[src/rtl/cmo_pkg.sv]
// Purpose: Shared constants for the cache maintenance unit
// Assumes: 32-bit addresses, 100 MHz core clock
// Notes:   Register offsets are byte addresses on the AHB-Lite slave
package cmo_pkg;
	localparam logic [4:0]  EC_PRIV        = 5'h07;
	localparam logic [31:0] LINE4_MASK     = 32'h0ffffff0;
	localparam logic [31:0] LINE8_MASK     = 32'h0fffffe0;
	localparam int          SHIFT4         = 4;
	localparam int          SHIFT8         = 5;
	localparam int          LAT_CLEAR      = 2;
	localparam int          LAT_INV_AREA   = 2;
	localparam int          LAT_INV_FAST   = 3;
	localparam int          LAT_FLUSH_BASE = 2;
	localparam int          LAT_IC         = 2;
	localparam logic [7:0]  OFF_STATUS     = 8'h00;
	localparam logic [7:0]  OFF_MASK       = 8'h04;
	localparam logic [7:0]  OFF_CTRL       = 8'h08;
	localparam logic [7:0]  OFF_STATE      = 8'h0c;
	localparam logic [2:0]  STATUS_RESET   = 3'h0;
	localparam logic [2:0]  MASK_RESET     = 3'h0;
	localparam logic [1:0]  CTRL_RESET     = 2'h0;
	localparam int          ST_DONE        = 0;
	localparam int          ST_PRIV        = 1;
	localparam int          ST_WB          = 2;
	typedef enum logic [2:0] {
		CMO_IDLE  = 3'b000,
		CMO_EXEC  = 3'b001,
		CMO_WB    = 3'b011,
		CMO_WAIT  = 3'b010,
		CMO_FIN   = 3'b110
	} cmo_state_t;
endpackage

[src/rtl/cmo_unit.sv]
// Purpose: Execute data/instruction cache tag write instructions
// Assumes: Tag arrays accept one write strobe per cycle; memory takes
//          one word per accepted beat
// Notes:   Status/mask/control registers on an AHB-Lite slave
`timescale 1ns/1ps
// Function
// - Privileged dcache op in user mode traps 00111
// - Dcache address is rA+rB with write-back
// - Four-word line: index addr>>4, clear low bits
// - Eight-word line: index addr>>5, clear low bits
// - Flush writes valid dirty words back first
// - Clear option requires matching stored line address
// - Matched clear finishes in two cycles
// - Plain invalidate: three cycles, two area-optimized
// - Flush: two cycles plus write-back cycles
// - Dcache enable flag has no effect
// - Operand address is physical, never translated
// - Icache op uses only first source register
// - Privileged icache op in user mode traps
// - Icache index addr>>4 or >>5, masked, cleared
// - Icache enable flag has no effect
// - Without write-back, always plain invalidate
// - Flush and clear bits from instruction word
module cmo_unit #(
	parameter bit MEMORY_MGMT_PRESENT     = 1'b1,
	parameter bit DCACHE_WRITEBACK_OPTION = 1'b1,
	parameter int DCACHE_WORDS_PER_LINE   = 4,
	parameter int ICACHE_WORDS_PER_LINE   = 4,
	parameter int DCACHE_LINES            = 256,
	parameter int ICACHE_LINES            = 256,
	parameter bit AREA_OPTIMIZED          = 1'b0
) (
	input  wire logic                         hclk,
	input  wire logic                         hresetn,
	// Execute stage
	input  wire logic                         op_valid,
	input  wire logic                         op_is_icache,
	input  wire logic [31:0]                  op_instr,
	input  wire logic [31:0]                  op_ra,
	input  wire logic [31:0]                  op_rb,
	input  wire logic                         user_mode_flag,
	input  wire logic                         dcache_enable_flag,
	input  wire logic                         icache_enable_flag,
	output logic                              op_stall,
	output logic                              op_done,
	output logic                              priv_exception,
	output logic [4:0]                        exception_code_field,
	// Data cache tag array
	output logic [$clog2(DCACHE_LINES)-1:0]   dc_index,
	input  wire logic                         dc_dirty,
	input  wire logic [DCACHE_WORDS_PER_LINE-1:0] dc_word_valid,
	input  wire logic [31:0]                  dc_line_addr,
	input  wire logic [31:0]                  dc_word_data,
	output logic [$clog2(DCACHE_WORDS_PER_LINE)-1:0] dc_word_sel,
	output logic                              dc_tag_clear,
	// Instruction cache tag array
	output logic [$clog2(ICACHE_LINES)-1:0]   ic_index,
	output logic                              ic_tag_clear,
	// Write-back port
	output logic                              wb_valid,
	input  wire logic                         wb_ready,
	output logic [31:0]                       wb_addr,
	output logic [31:0]                       wb_data,
	// AHB-Lite slave
	input  wire logic                         hsel,
	input  wire logic [31:0]                  haddr,
	input  wire logic [1:0]                   htrans,
	input  wire logic                         hwrite,
	input  wire logic [2:0]                   hsize,
	input  wire logic [31:0]                  hwdata,
	input  wire logic                         hready,
	output logic [31:0]                       hrdata,
	output logic                              hreadyout,
	output logic                              hresp,
	output logic                              irq
);
	import cmo_pkg::*;

	localparam int DW = $clog2(DCACHE_WORDS_PER_LINE);
	localparam int DI = $clog2(DCACHE_LINES);
	localparam int II = $clog2(ICACHE_LINES);
	localparam int DSH = (DCACHE_WORDS_PER_LINE == 8) ? SHIFT8 : SHIFT4;
	localparam int ISH = (ICACHE_WORDS_PER_LINE == 8) ? SHIFT8 : SHIFT4;

	initial begin
		if (!(DCACHE_WORDS_PER_LINE inside {4, 8}) ||
		    !(ICACHE_WORDS_PER_LINE inside {4, 8}))
			$error("Line length must be 4 or 8 words");
		if (DCACHE_LINES < 2 || ICACHE_LINES < 2)
			$error("Cache needs at least two lines");
	end

	// Instruction word option bits
	logic        opt_flush;
	logic        opt_clear;
	assign opt_flush = op_instr[4];
	assign opt_clear = op_instr[1];

	// Address is used raw; no translation path exists
	logic [31:0] d_addr;
	assign d_addr = DCACHE_WRITEBACK_OPTION ? op_ra + op_rb : op_ra;
	logic [31:0] d_line_addr;
	assign d_line_addr = d_addr & ((DSH == SHIFT8) ? LINE8_MASK
	                                              : LINE4_MASK);

	logic        priv_fail;
	assign priv_fail = op_valid && MEMORY_MGMT_PRESENT &&
	                   user_mode_flag;

	cmo_state_t  state_reg;
	logic [1:0]  cnt_reg;
	logic [1:0]  lat_reg;
	logic        is_ic_reg;
	logic        flush_reg;
	logic        clear_reg;
	logic [31:0] line_addr_reg;
	logic [DI-1:0] dc_index_reg;
	logic [II-1:0] ic_index_reg;
	logic [DCACHE_WORDS_PER_LINE-1:0] pend_reg;
	logic [1:0]  ctrl_reg;
	logic [2:0]  status_reg;
	logic [2:0]  mask_reg;

	// Control bit 0 holds off write-back of flush ops for debug; bit 1 has no effect
	logic        sw_no_flush;
	assign sw_no_flush = ctrl_reg[0];

	logic        accept;
	assign accept = op_valid && state_reg == CMO_IDLE;

	// Lowest valid word still to be written back; ascending order
	logic [DW-1:0] next_word;
	always_comb begin
		next_word = '0;
		for (int i = DCACHE_WORDS_PER_LINE - 1; i >= 0; i--) begin
			if (pend_reg[i])
				next_word = DW'(i);
		end
	end

	// Final beat retires the op, so no cycle is lost after write-back
	logic        wb_last;
	assign wb_last = wb_valid && wb_ready &&
	                 pend_reg == ((DCACHE_WORDS_PER_LINE)'(1) << next_word);

	always_ff @(posedge hclk or negedge hresetn) begin
		if (!hresetn) begin
			state_reg     <= CMO_IDLE;
			cnt_reg       <= 2'h0;
			lat_reg       <= 2'h0;
			is_ic_reg     <= 1'b0;
			flush_reg     <= 1'b0;
			clear_reg     <= 1'b0;
			line_addr_reg <= 32'h0;
			dc_index_reg  <= '0;
			ic_index_reg  <= '0;
		end else begin
			unique case (state_reg)
			CMO_IDLE: begin
				if (accept && !priv_fail) begin
					state_reg     <= CMO_EXEC;
					cnt_reg       <= 2'h1;
					is_ic_reg     <= op_is_icache;
					// Only the first source register for icache
					ic_index_reg  <= II'(op_ra >> ISH);
					dc_index_reg  <= DI'(d_addr >> DSH);
					line_addr_reg <= d_line_addr;
					// Enable flags are deliberately not consulted
					flush_reg <= DCACHE_WRITEBACK_OPTION &&
					             opt_flush && !sw_no_flush;
					clear_reg <= DCACHE_WRITEBACK_OPTION &&
					             opt_clear;
					if (op_is_icache)
						lat_reg <= 2'(LAT_IC);
					else if (DCACHE_WRITEBACK_OPTION && opt_clear)
						lat_reg <= 2'(LAT_CLEAR);
					else if (DCACHE_WRITEBACK_OPTION && opt_flush)
						lat_reg <= 2'(LAT_FLUSH_BASE);
					else if (AREA_OPTIMIZED)
						lat_reg <= 2'(LAT_INV_AREA);
					else
						lat_reg <= 2'(LAT_INV_FAST);
				end
			end
			CMO_EXEC: begin
				if (flush_reg && !is_ic_reg && dc_dirty &&
				    |dc_word_valid)
					state_reg <= CMO_WB;
				else if (cnt_reg + 2'h1 >= lat_reg)
					state_reg <= CMO_IDLE;
				else
					state_reg <= CMO_WAIT;
				cnt_reg <= cnt_reg + 2'h1;
			end
			CMO_WB: begin
				if (wb_last)
					state_reg <= CMO_IDLE;
			end
			CMO_WAIT: begin
				state_reg <= CMO_IDLE;
			end
			CMO_FIN: begin
				state_reg <= CMO_IDLE;
			end
			default: state_reg <= CMO_IDLE;
			endcase
		end
	end

	always_ff @(posedge hclk or negedge hresetn) begin
		if (!hresetn) begin
			pend_reg <= '0;
		end else if (state_reg == CMO_EXEC) begin
			pend_reg <= dc_word_valid;
		end else if (wb_valid && wb_ready) begin
			pend_reg[next_word] <= 1'b0;
		end
	end

	assign wb_valid    = state_reg == CMO_WB && |pend_reg;
	assign wb_addr     = line_addr_reg | (32'(next_word) << 2);
	assign wb_data     = dc_word_data;
	assign dc_word_sel = next_word;
	assign dc_index    = dc_index_reg;
	assign ic_index    = ic_index_reg;

	// Tag clear happens in the EXEC cycle or on the last write-back beat; a clear op also needs a line match
	logic        last_beat;
	assign last_beat = (state_reg == CMO_EXEC &&
	                    !(flush_reg && !is_ic_reg && dc_dirty &&
	                      |dc_word_valid)) ||
	                   wb_last;
	assign ic_tag_clear = last_beat && is_ic_reg && state_reg == CMO_EXEC;
	assign dc_tag_clear = last_beat && !is_ic_reg &&
	                      (!clear_reg ||
	                       dc_line_addr == line_addr_reg);

	assign op_stall = op_valid && !op_done;
	assign op_done  = (accept && priv_fail) ||
	                  (state_reg == CMO_EXEC && !(flush_reg && !is_ic_reg &&
	                   dc_dirty && |dc_word_valid) &&
	                   cnt_reg + 2'h1 >= lat_reg) ||
	                  state_reg == CMO_WAIT || wb_last;

	always_ff @(posedge hclk or negedge hresetn) begin
		if (!hresetn) begin
			priv_exception       <= 1'b0;
			exception_code_field <= 5'h0;
		end else begin
			priv_exception <= accept && priv_fail;
			if (accept && priv_fail)
				exception_code_field <= EC_PRIV;
		end
	end

	// AHB-Lite slave, zero wait states
	logic        ap_valid_reg;
	logic        ap_write_reg;
	logic [7:0]  ap_addr_reg;
	always_ff @(posedge hclk or negedge hresetn) begin
		if (!hresetn) begin
			ap_valid_reg <= 1'b0;
			ap_write_reg <= 1'b0;
			ap_addr_reg  <= 8'h0;
		end else if (hready) begin
			ap_valid_reg <= hsel && htrans[1];
			ap_write_reg <= hwrite;
			ap_addr_reg  <= haddr[7:0];
		end
	end

	logic        rd_status;
	assign rd_status = ap_valid_reg && !ap_write_reg &&
	                   ap_addr_reg == OFF_STATUS;

	logic [2:0]  events;
	assign events = {wb_last,
	                 accept && priv_fail, op_done && !priv_fail};

	always_ff @(posedge hclk or negedge hresetn) begin
		if (!hresetn) begin
			status_reg <= STATUS_RESET;
			mask_reg   <= MASK_RESET;
			ctrl_reg   <= CTRL_RESET;
		end else begin
			// New events win over the clear-on-read
			status_reg <= (rd_status ? 3'h0 : status_reg) | events;
			if (ap_valid_reg && ap_write_reg) begin
				if (ap_addr_reg == OFF_MASK)
					mask_reg <= hwdata[2:0];
				if (ap_addr_reg == OFF_CTRL)
					ctrl_reg <= hwdata[1:0];
			end
		end
	end

	always_comb begin
		hrdata = 32'h0;
		if (ap_valid_reg && !ap_write_reg) begin
			unique case (ap_addr_reg)
			OFF_STATUS: hrdata = {29'h0, status_reg};
			OFF_MASK:   hrdata = {29'h0, mask_reg};
			OFF_CTRL:   hrdata = {30'h0, ctrl_reg};
			OFF_STATE:  hrdata = {29'h0, state_reg};
			default:    hrdata = 32'h0;
			endcase
		end
	end

	assign hreadyout = 1'b1;
	assign hresp     = 1'b0;
	assign irq       = |(status_reg & mask_reg);
endmodule

[config.mk]
export PLATFORM = sky130hd
export DESIGN_NAME = cmo_unit
export DESIGN_NICKNAME = d
export VERILOG_FILES = /design/src/rtl/cmo_pkg.sv /design/src/rtl/cmo_unit.sv
export SDC_FILE = /design/constraint.sdc
export NUM_CORES = 1
export LEC_CHECK = 0
export BUFFER_PORTS_ARGS = -buffer_cell sky130_fd_sc_hd__buf_2
export CORE_AREA = 2 2 144 146
export CTS_BUF_LIST = sky130_fd_sc_hd__clkbuf_16
export CTS_CLUSTER_DIAMETER = 60
export DETAILED_ROUTE_END_ITERATION = 16
export DIE_AREA = 0 0 146 148
export SYNTH_ARGS = -nofsm -noshare
export SYNTH_HDL_FRONTEND = slang
export SYNTH_SLANG_ARGS = --single-unit
export TNS_END_PERCENT = 5
[constraint.sdc]
create_clock -name hclk -period 3.12 [get_ports hclk]
set_input_delay 0.936 -clock hclk [delete_from_list [all_inputs] [get_ports hclk]]
set_output_delay 0.936 -clock hclk [all_outputs]
set_load 0.01 [all_outputs]
Word-level counts from Yosys, hierarchy flattened --
Index checks and enable logic that the tools add are counted.
Word-level totals: bits in registers 74, input bits 245, logic and storage cells 108, output and inout port bits 128
Operators by class: equality and inequality tests 10, reductions and logical operators 48, muxes and demuxes 21, shift operators 1, bitwise operators 5, $add $sub $neg 2, magnitude comparators 3
Operators by type and width (number):
- 32-bit by 28-bit equality test with 1-bit output | 1
- 28-bit adder | 1
- 28-bit by 4-bit bitwise OR with 28-bit output | 1
- 1-bit logical AND | 24
- 8-bit by 4-bit equality test with 1-bit output (second input constant) | 2
- 2-bit two-way mux | 7
- 3-bit two-way mux | 4
- 3-bit one-hot mux with 4 select lines | 1
- 2-bit AND reduction | 5
- 3-bit one-hot mux with 3 select lines | 1
- 8-bit by 3-bit equality test with 1-bit output (second input constant) | 1
- 8-bit logical NOT | 1
- 4-bit two-way mux | 2
- 4-bit OR reduction | 2
- 1-bit logical NOT | 7
- 3-bit by 2-bit equality test with 1-bit output (second input constant) | 2
- 1-bit logical OR | 5
- 4-bit bitwise AND | 1
- 4-bit equality test | 1
- 1-bit two-way mux | 4
- 4-bit NOT | 1
- 2-bit one-hot mux with 2 select lines | 1
- 2-bit nonzero test | 2
- 1-bit by 2-bit << shifter with 4-bit output (first input constant) | 1
- 12 further kinds | 12

Logic depth before layout (Yosys ltp) --
word-level depth 12, depth in mapped cells 9, depth with buffers taken out 9

Least setup slack after synthesis --
No wires, ideal clock.
path type input -> output, from input port dc_word_valid[0], to output port op_stall, buffers on the path 0, cell stages on the path 5, slack 70 ps, required time 2184 ps, data arrival time 2114 ps, cell sequence o41ai_1 nor3b_1 nor2_1 o21bai_1 nor2_1
Between the ends: cells in the longest elaborated chain, start to end 10
RTL lines:
- from (decl) | line cmo_unit.sv:51 | input wire logic [DCACHE_WORDS_PER_LINE-1:0] dc_word_valid,
- 4-bit OR reduction | line cmo_unit.sv:241 | dc_dirty && |dc_word_valid) &&
- 1-bit logical AND | line cmo_unit.sv:241
- 1-bit logical NOT | line cmo_unit.sv:240 | (state_reg == CMO_EXEC && !(flush_reg && !is_ic_reg &&
- 1-bit logical AND | line cmo_unit.sv:240
- 1-bit logical AND | line cmo_unit.sv:241
- 1-bit logical OR | line cmo_unit.sv:239 | assign op_done = (accept && priv_fail) ||
- 1-bit logical OR | line cmo_unit.sv:242 | cnt_reg + 2'h1 >= lat_reg) ||
- 1-bit logical OR | line cmo_unit.sv:243 | state_reg == CMO_WAIT || wb_last;
- net op_done | line cmo_unit.sv:45 | output logic op_done,
- 1-bit logical NOT | line cmo_unit.sv:238 | assign op_stall = op_valid && !op_done;
- 1-bit logical AND | line cmo_unit.sv:238
- to (decl) | line cmo_unit.sv:44 | output logic op_stall,
The timed path passes the listed nets, and every way through them passes these cells.

Worst setup path in the final report --
from input port dc_line_addr[6], to output port dc_tag_clear
Between the ends: cells in the longest elaborated chain, start to end 3
RTL lines:
- from (decl) | line cmo_unit.sv:52 | input wire logic [31:0] dc_line_addr,
- 32-bit by 28-bit equality test with 1-bit output | line cmo_unit.sv:236 | dc_line_addr == line_addr_reg);
- 1-bit logical OR | line cmo_unit.sv:235 | (!clear_reg ||
- 1-bit logical AND | line cmo_unit.sv:234 | assign dc_tag_clear = last_beat && !is_ic_reg &&
- to (decl) | line cmo_unit.sv:55 | output logic dc_tag_clear,
No other way between the ends.

==> impl_metrics.yaml <==
power_and_ir_drop:
  p_seq_frac: 0.309
  p_int_mw: 2.857
  p_leak_nw: 3.205
  cellPowerDensity_mw_per_mm2: 698.6
  irDropWorstVdd_uv: 291.9
  p_clk_frac: 0.249
  netSwitchingPower_mw: 1.778
  sw_frac_of_total: 0.3835
  combPwrFrac: 0.442
  total_power_mw: 4.635
sta:
  slew_headroom: 0.5822
  report.final.setup_viol: 3
  worst_pin_slew_ns: 0.6221
  fin_crit_sh: 1.032
  setup_ws_ns: -0.09988
  rsz0062_at_grt: "true"
  tns_ns: -0.2664
  fin_skew_ns: 0.01004
  hold_violations: 0
  fin_crit_ns: 3.220
  max_clock_freq_mhz: 310.6
  slew_viol_final: 0
routing:
  dr.pass1.iters: 4
  via_count: 4520
  drt-vias-per-instance: 4.427
  drc_errors: 0
  wirelength_mm: 16.42
  ant_nets: 0
  post_drt_wl_per_cell_um: 16.08
  drtIter0Drc: 148
floorplan:
  row_count: 52
  chipHeight_um: 148
  dieArea_mm2: 0.02161
  ioPinCount: 373
  coreArea_mm2: 0.02004
  initial_core_util: 0.2586
  die_x_um: 146
global_route:
  antenna_found_initial: 1
  grt_pass1_wl_mm: 24.71
  grt_max_degree: 49
  grt.total_usage: 0.1482
  grt_overflow: 0
  grt_pass1_vias: 4512
finish:
  largest_reg_flops: 17
  final_cell_mix: "buf_2, nand2_1, dfrtp_1, buf_4, conb_1"
  synthToLayoutAreaGrowth_pct: 28.06
  drive_gt1_frac: 0.3808
  diodes: 0
  nNetsFinal: 1022
  instances_no_fill: 1021
  layout_commonest_cell: "buf_2"
  n_fill_cell: 2137
logic_synthesis:
  async_flop_share: 1.000
  syn_area_per_cell_um2: 8.872
  ys.flop_type: "dfrtp_1"
  syn_inst: 584
  synth_seq_area_share: 0.3139
  synth_cell_type_count: 65
  synth_seq_cells: 65
  netlist_area_mm2: 0.005181
  synth_edf_count: 0
  yosysWarnings: 0
clock_network:
  clk_latency_ns: 0.33
  clk_path_buf_depth: 2
  cts.sink_count: 65
  root_buffer: "clkbuf_16"
  cts_tree: "built"
  ctsHtreeMaxLevel: 3
  cts_made_buffers: 9
  clk_pin_slew_ns: 0.05
  cts_hold_buf: 0
setup_path:
  crit_required_ns: 2.18
  crit_fanout: 1
  cp-end-kind: "primary output"
  start_kind: "input pin"
  arrival_ns: 2.28
  criticalPathCategory: "input pin to primary output"
run_status:
  status: "finished with violations"
  violations: "negative setup slack"
placed_design:
  dp_cells: 1003
  numPortBuffers: 172
  hpwl_mm: 13.77
  gp_congestion: 0.8691
worst_hold_path:
  worstHoldPathType: "register to register"
job:
  cap_viol_max_count: 0
## worst max-delay path, cell delays in order
cell and delay (ns):
buf_4 0.13, xnor2_4 0.22, nand4_1 0.19, nor3_2 0.23
nand4_1 0.19, a211oi_2 0.23, buf_2 0.16
## path summary, 6_finish.rpt
path,startpoint,end,slack [ns],depth (start not counted)
setup / recovery,dc_line_addr[6],dc_tag_clear,-0.1,7
hold / removal,lat_reg[1],lat_reg[1],0.46,2
setup reg to reg,state_reg[1],line_addr_reg[21],0.92,4
hold reg to reg,lat_reg[1],lat_reg[1],0.46,2
max in group asynchronous,hresetn,line_addr_reg[13],1.90,2
min in group asynchronous,hresetn,exception_code_field[0],0.59,1
## cell families after synthesis
kind of cell,Yosys count,synth area share
xor gates and xnor gates,44,0.07438
adders and majority gates,31,0.07486
other,2,0.001449
AOI/OAI and AO/OA,123,0.1562
muxes,24,0.05530
buffers and inverters,111,0.1490
and+or+nand+nor,184,0.1748
DFF,65,0.3139
## layout make-up
class,instances,area [um^2],area share
Clock buffer,9,225.2,0.03394
Tap cell,270,337.8,0.05091
Sequential cell,65,1627,0.2451
Clock inverter,7,118.9,0.01791
Timing Repair Buffer,214,1210,0.1823
Multi-Input combinational cell,445,3075,0.4635
Inverter,11,41.29,0.006223
## repair_timing
item	4_1_cts	5_1_grt
pin swaps	12	7
setup buffers	3	0
gates resized for setup	18	8
endpoints found under the setup margin	3	3
## per-layer routing
| metal | share of wire | vias to the layer above | global-route usage |
|---|---|---|---|
| li1 | - | 2263 | - |
| met1 | 0.42 | 2068 | 0.1795 |
| met2 | 0.45 | 162 | 0.2380 |
| met3 | 0.095 | 25 | 0.06049 |
| met4 | 0.029 | 2 | 0.05388 |
| met5 | 0.00079 | - | 0 |
## power by group through the flow
stage	clock [mW]	combinational, mW	sequential [mW]
floorplan	0	1.11	1.46
global placement	0	1.88	1.42
detailed placement	0	1.90	1.43
CTS	1.18	2.01	1.43
global route	1.23	2.27	1.48
finish	1.15	2.05	1.43
## synthesized netlist by cell type (all sizes together) (3+ instances only)
library cell | count | area share
a21o | 10 | 0.014
o31ai | 5 | 0.0072
buf | 91 | 0.13
clkbuf | 9 | 0.0065
or4 | 4 | 0.0058
or2 | 4 | 0.0048
nor4 | 7 | 0.013
nand4 | 8 | 0.0097
nor3 | 12 | 0.013
a211oi | 13 | 0.022
nor2 | 25 | 0.019
nand3 | 12 | 0.013
a31oi | 3 | 0.0036
a21oi | 32 | 0.032
nand2 | 90 | 0.066
and3 | 3 | 0.0039
nand2b | 5 | 0.0060
mux2 | 17 | 0.037
mux2i | 5 | 0.0097
nor2b | 4 | 0.0048
dfrtp | 65 | 0.31
o21ai | 39 | 0.039
ha | 31 | 0.075
xor2 | 21 | 0.035
o21bai | 4 | 0.0058
inv | 11 | 0.0080
xnor2 | 23 | 0.039
## through the flow
step / setup WS (ns) / area (um^2) / hold WS, ns / utilization
after floorplan: 0.07000 / 5320 / 0.4181 / -
after global placement: -0.4427 / 6123 / 0.4296 / 0.3056
after detailed placement: -0.4260 / 6123 / 0.4396 / 0.3056
after CTS: -0.1641 / 6583 / 0.4530 / 0.3285
after global routing: -0.2382 / 6635 / 0.4732 / 0.3311
final: -0.09988 / 6635 / 0.4561 / 0.3311
Note: power is estimated with default switching activity, not from simulation.
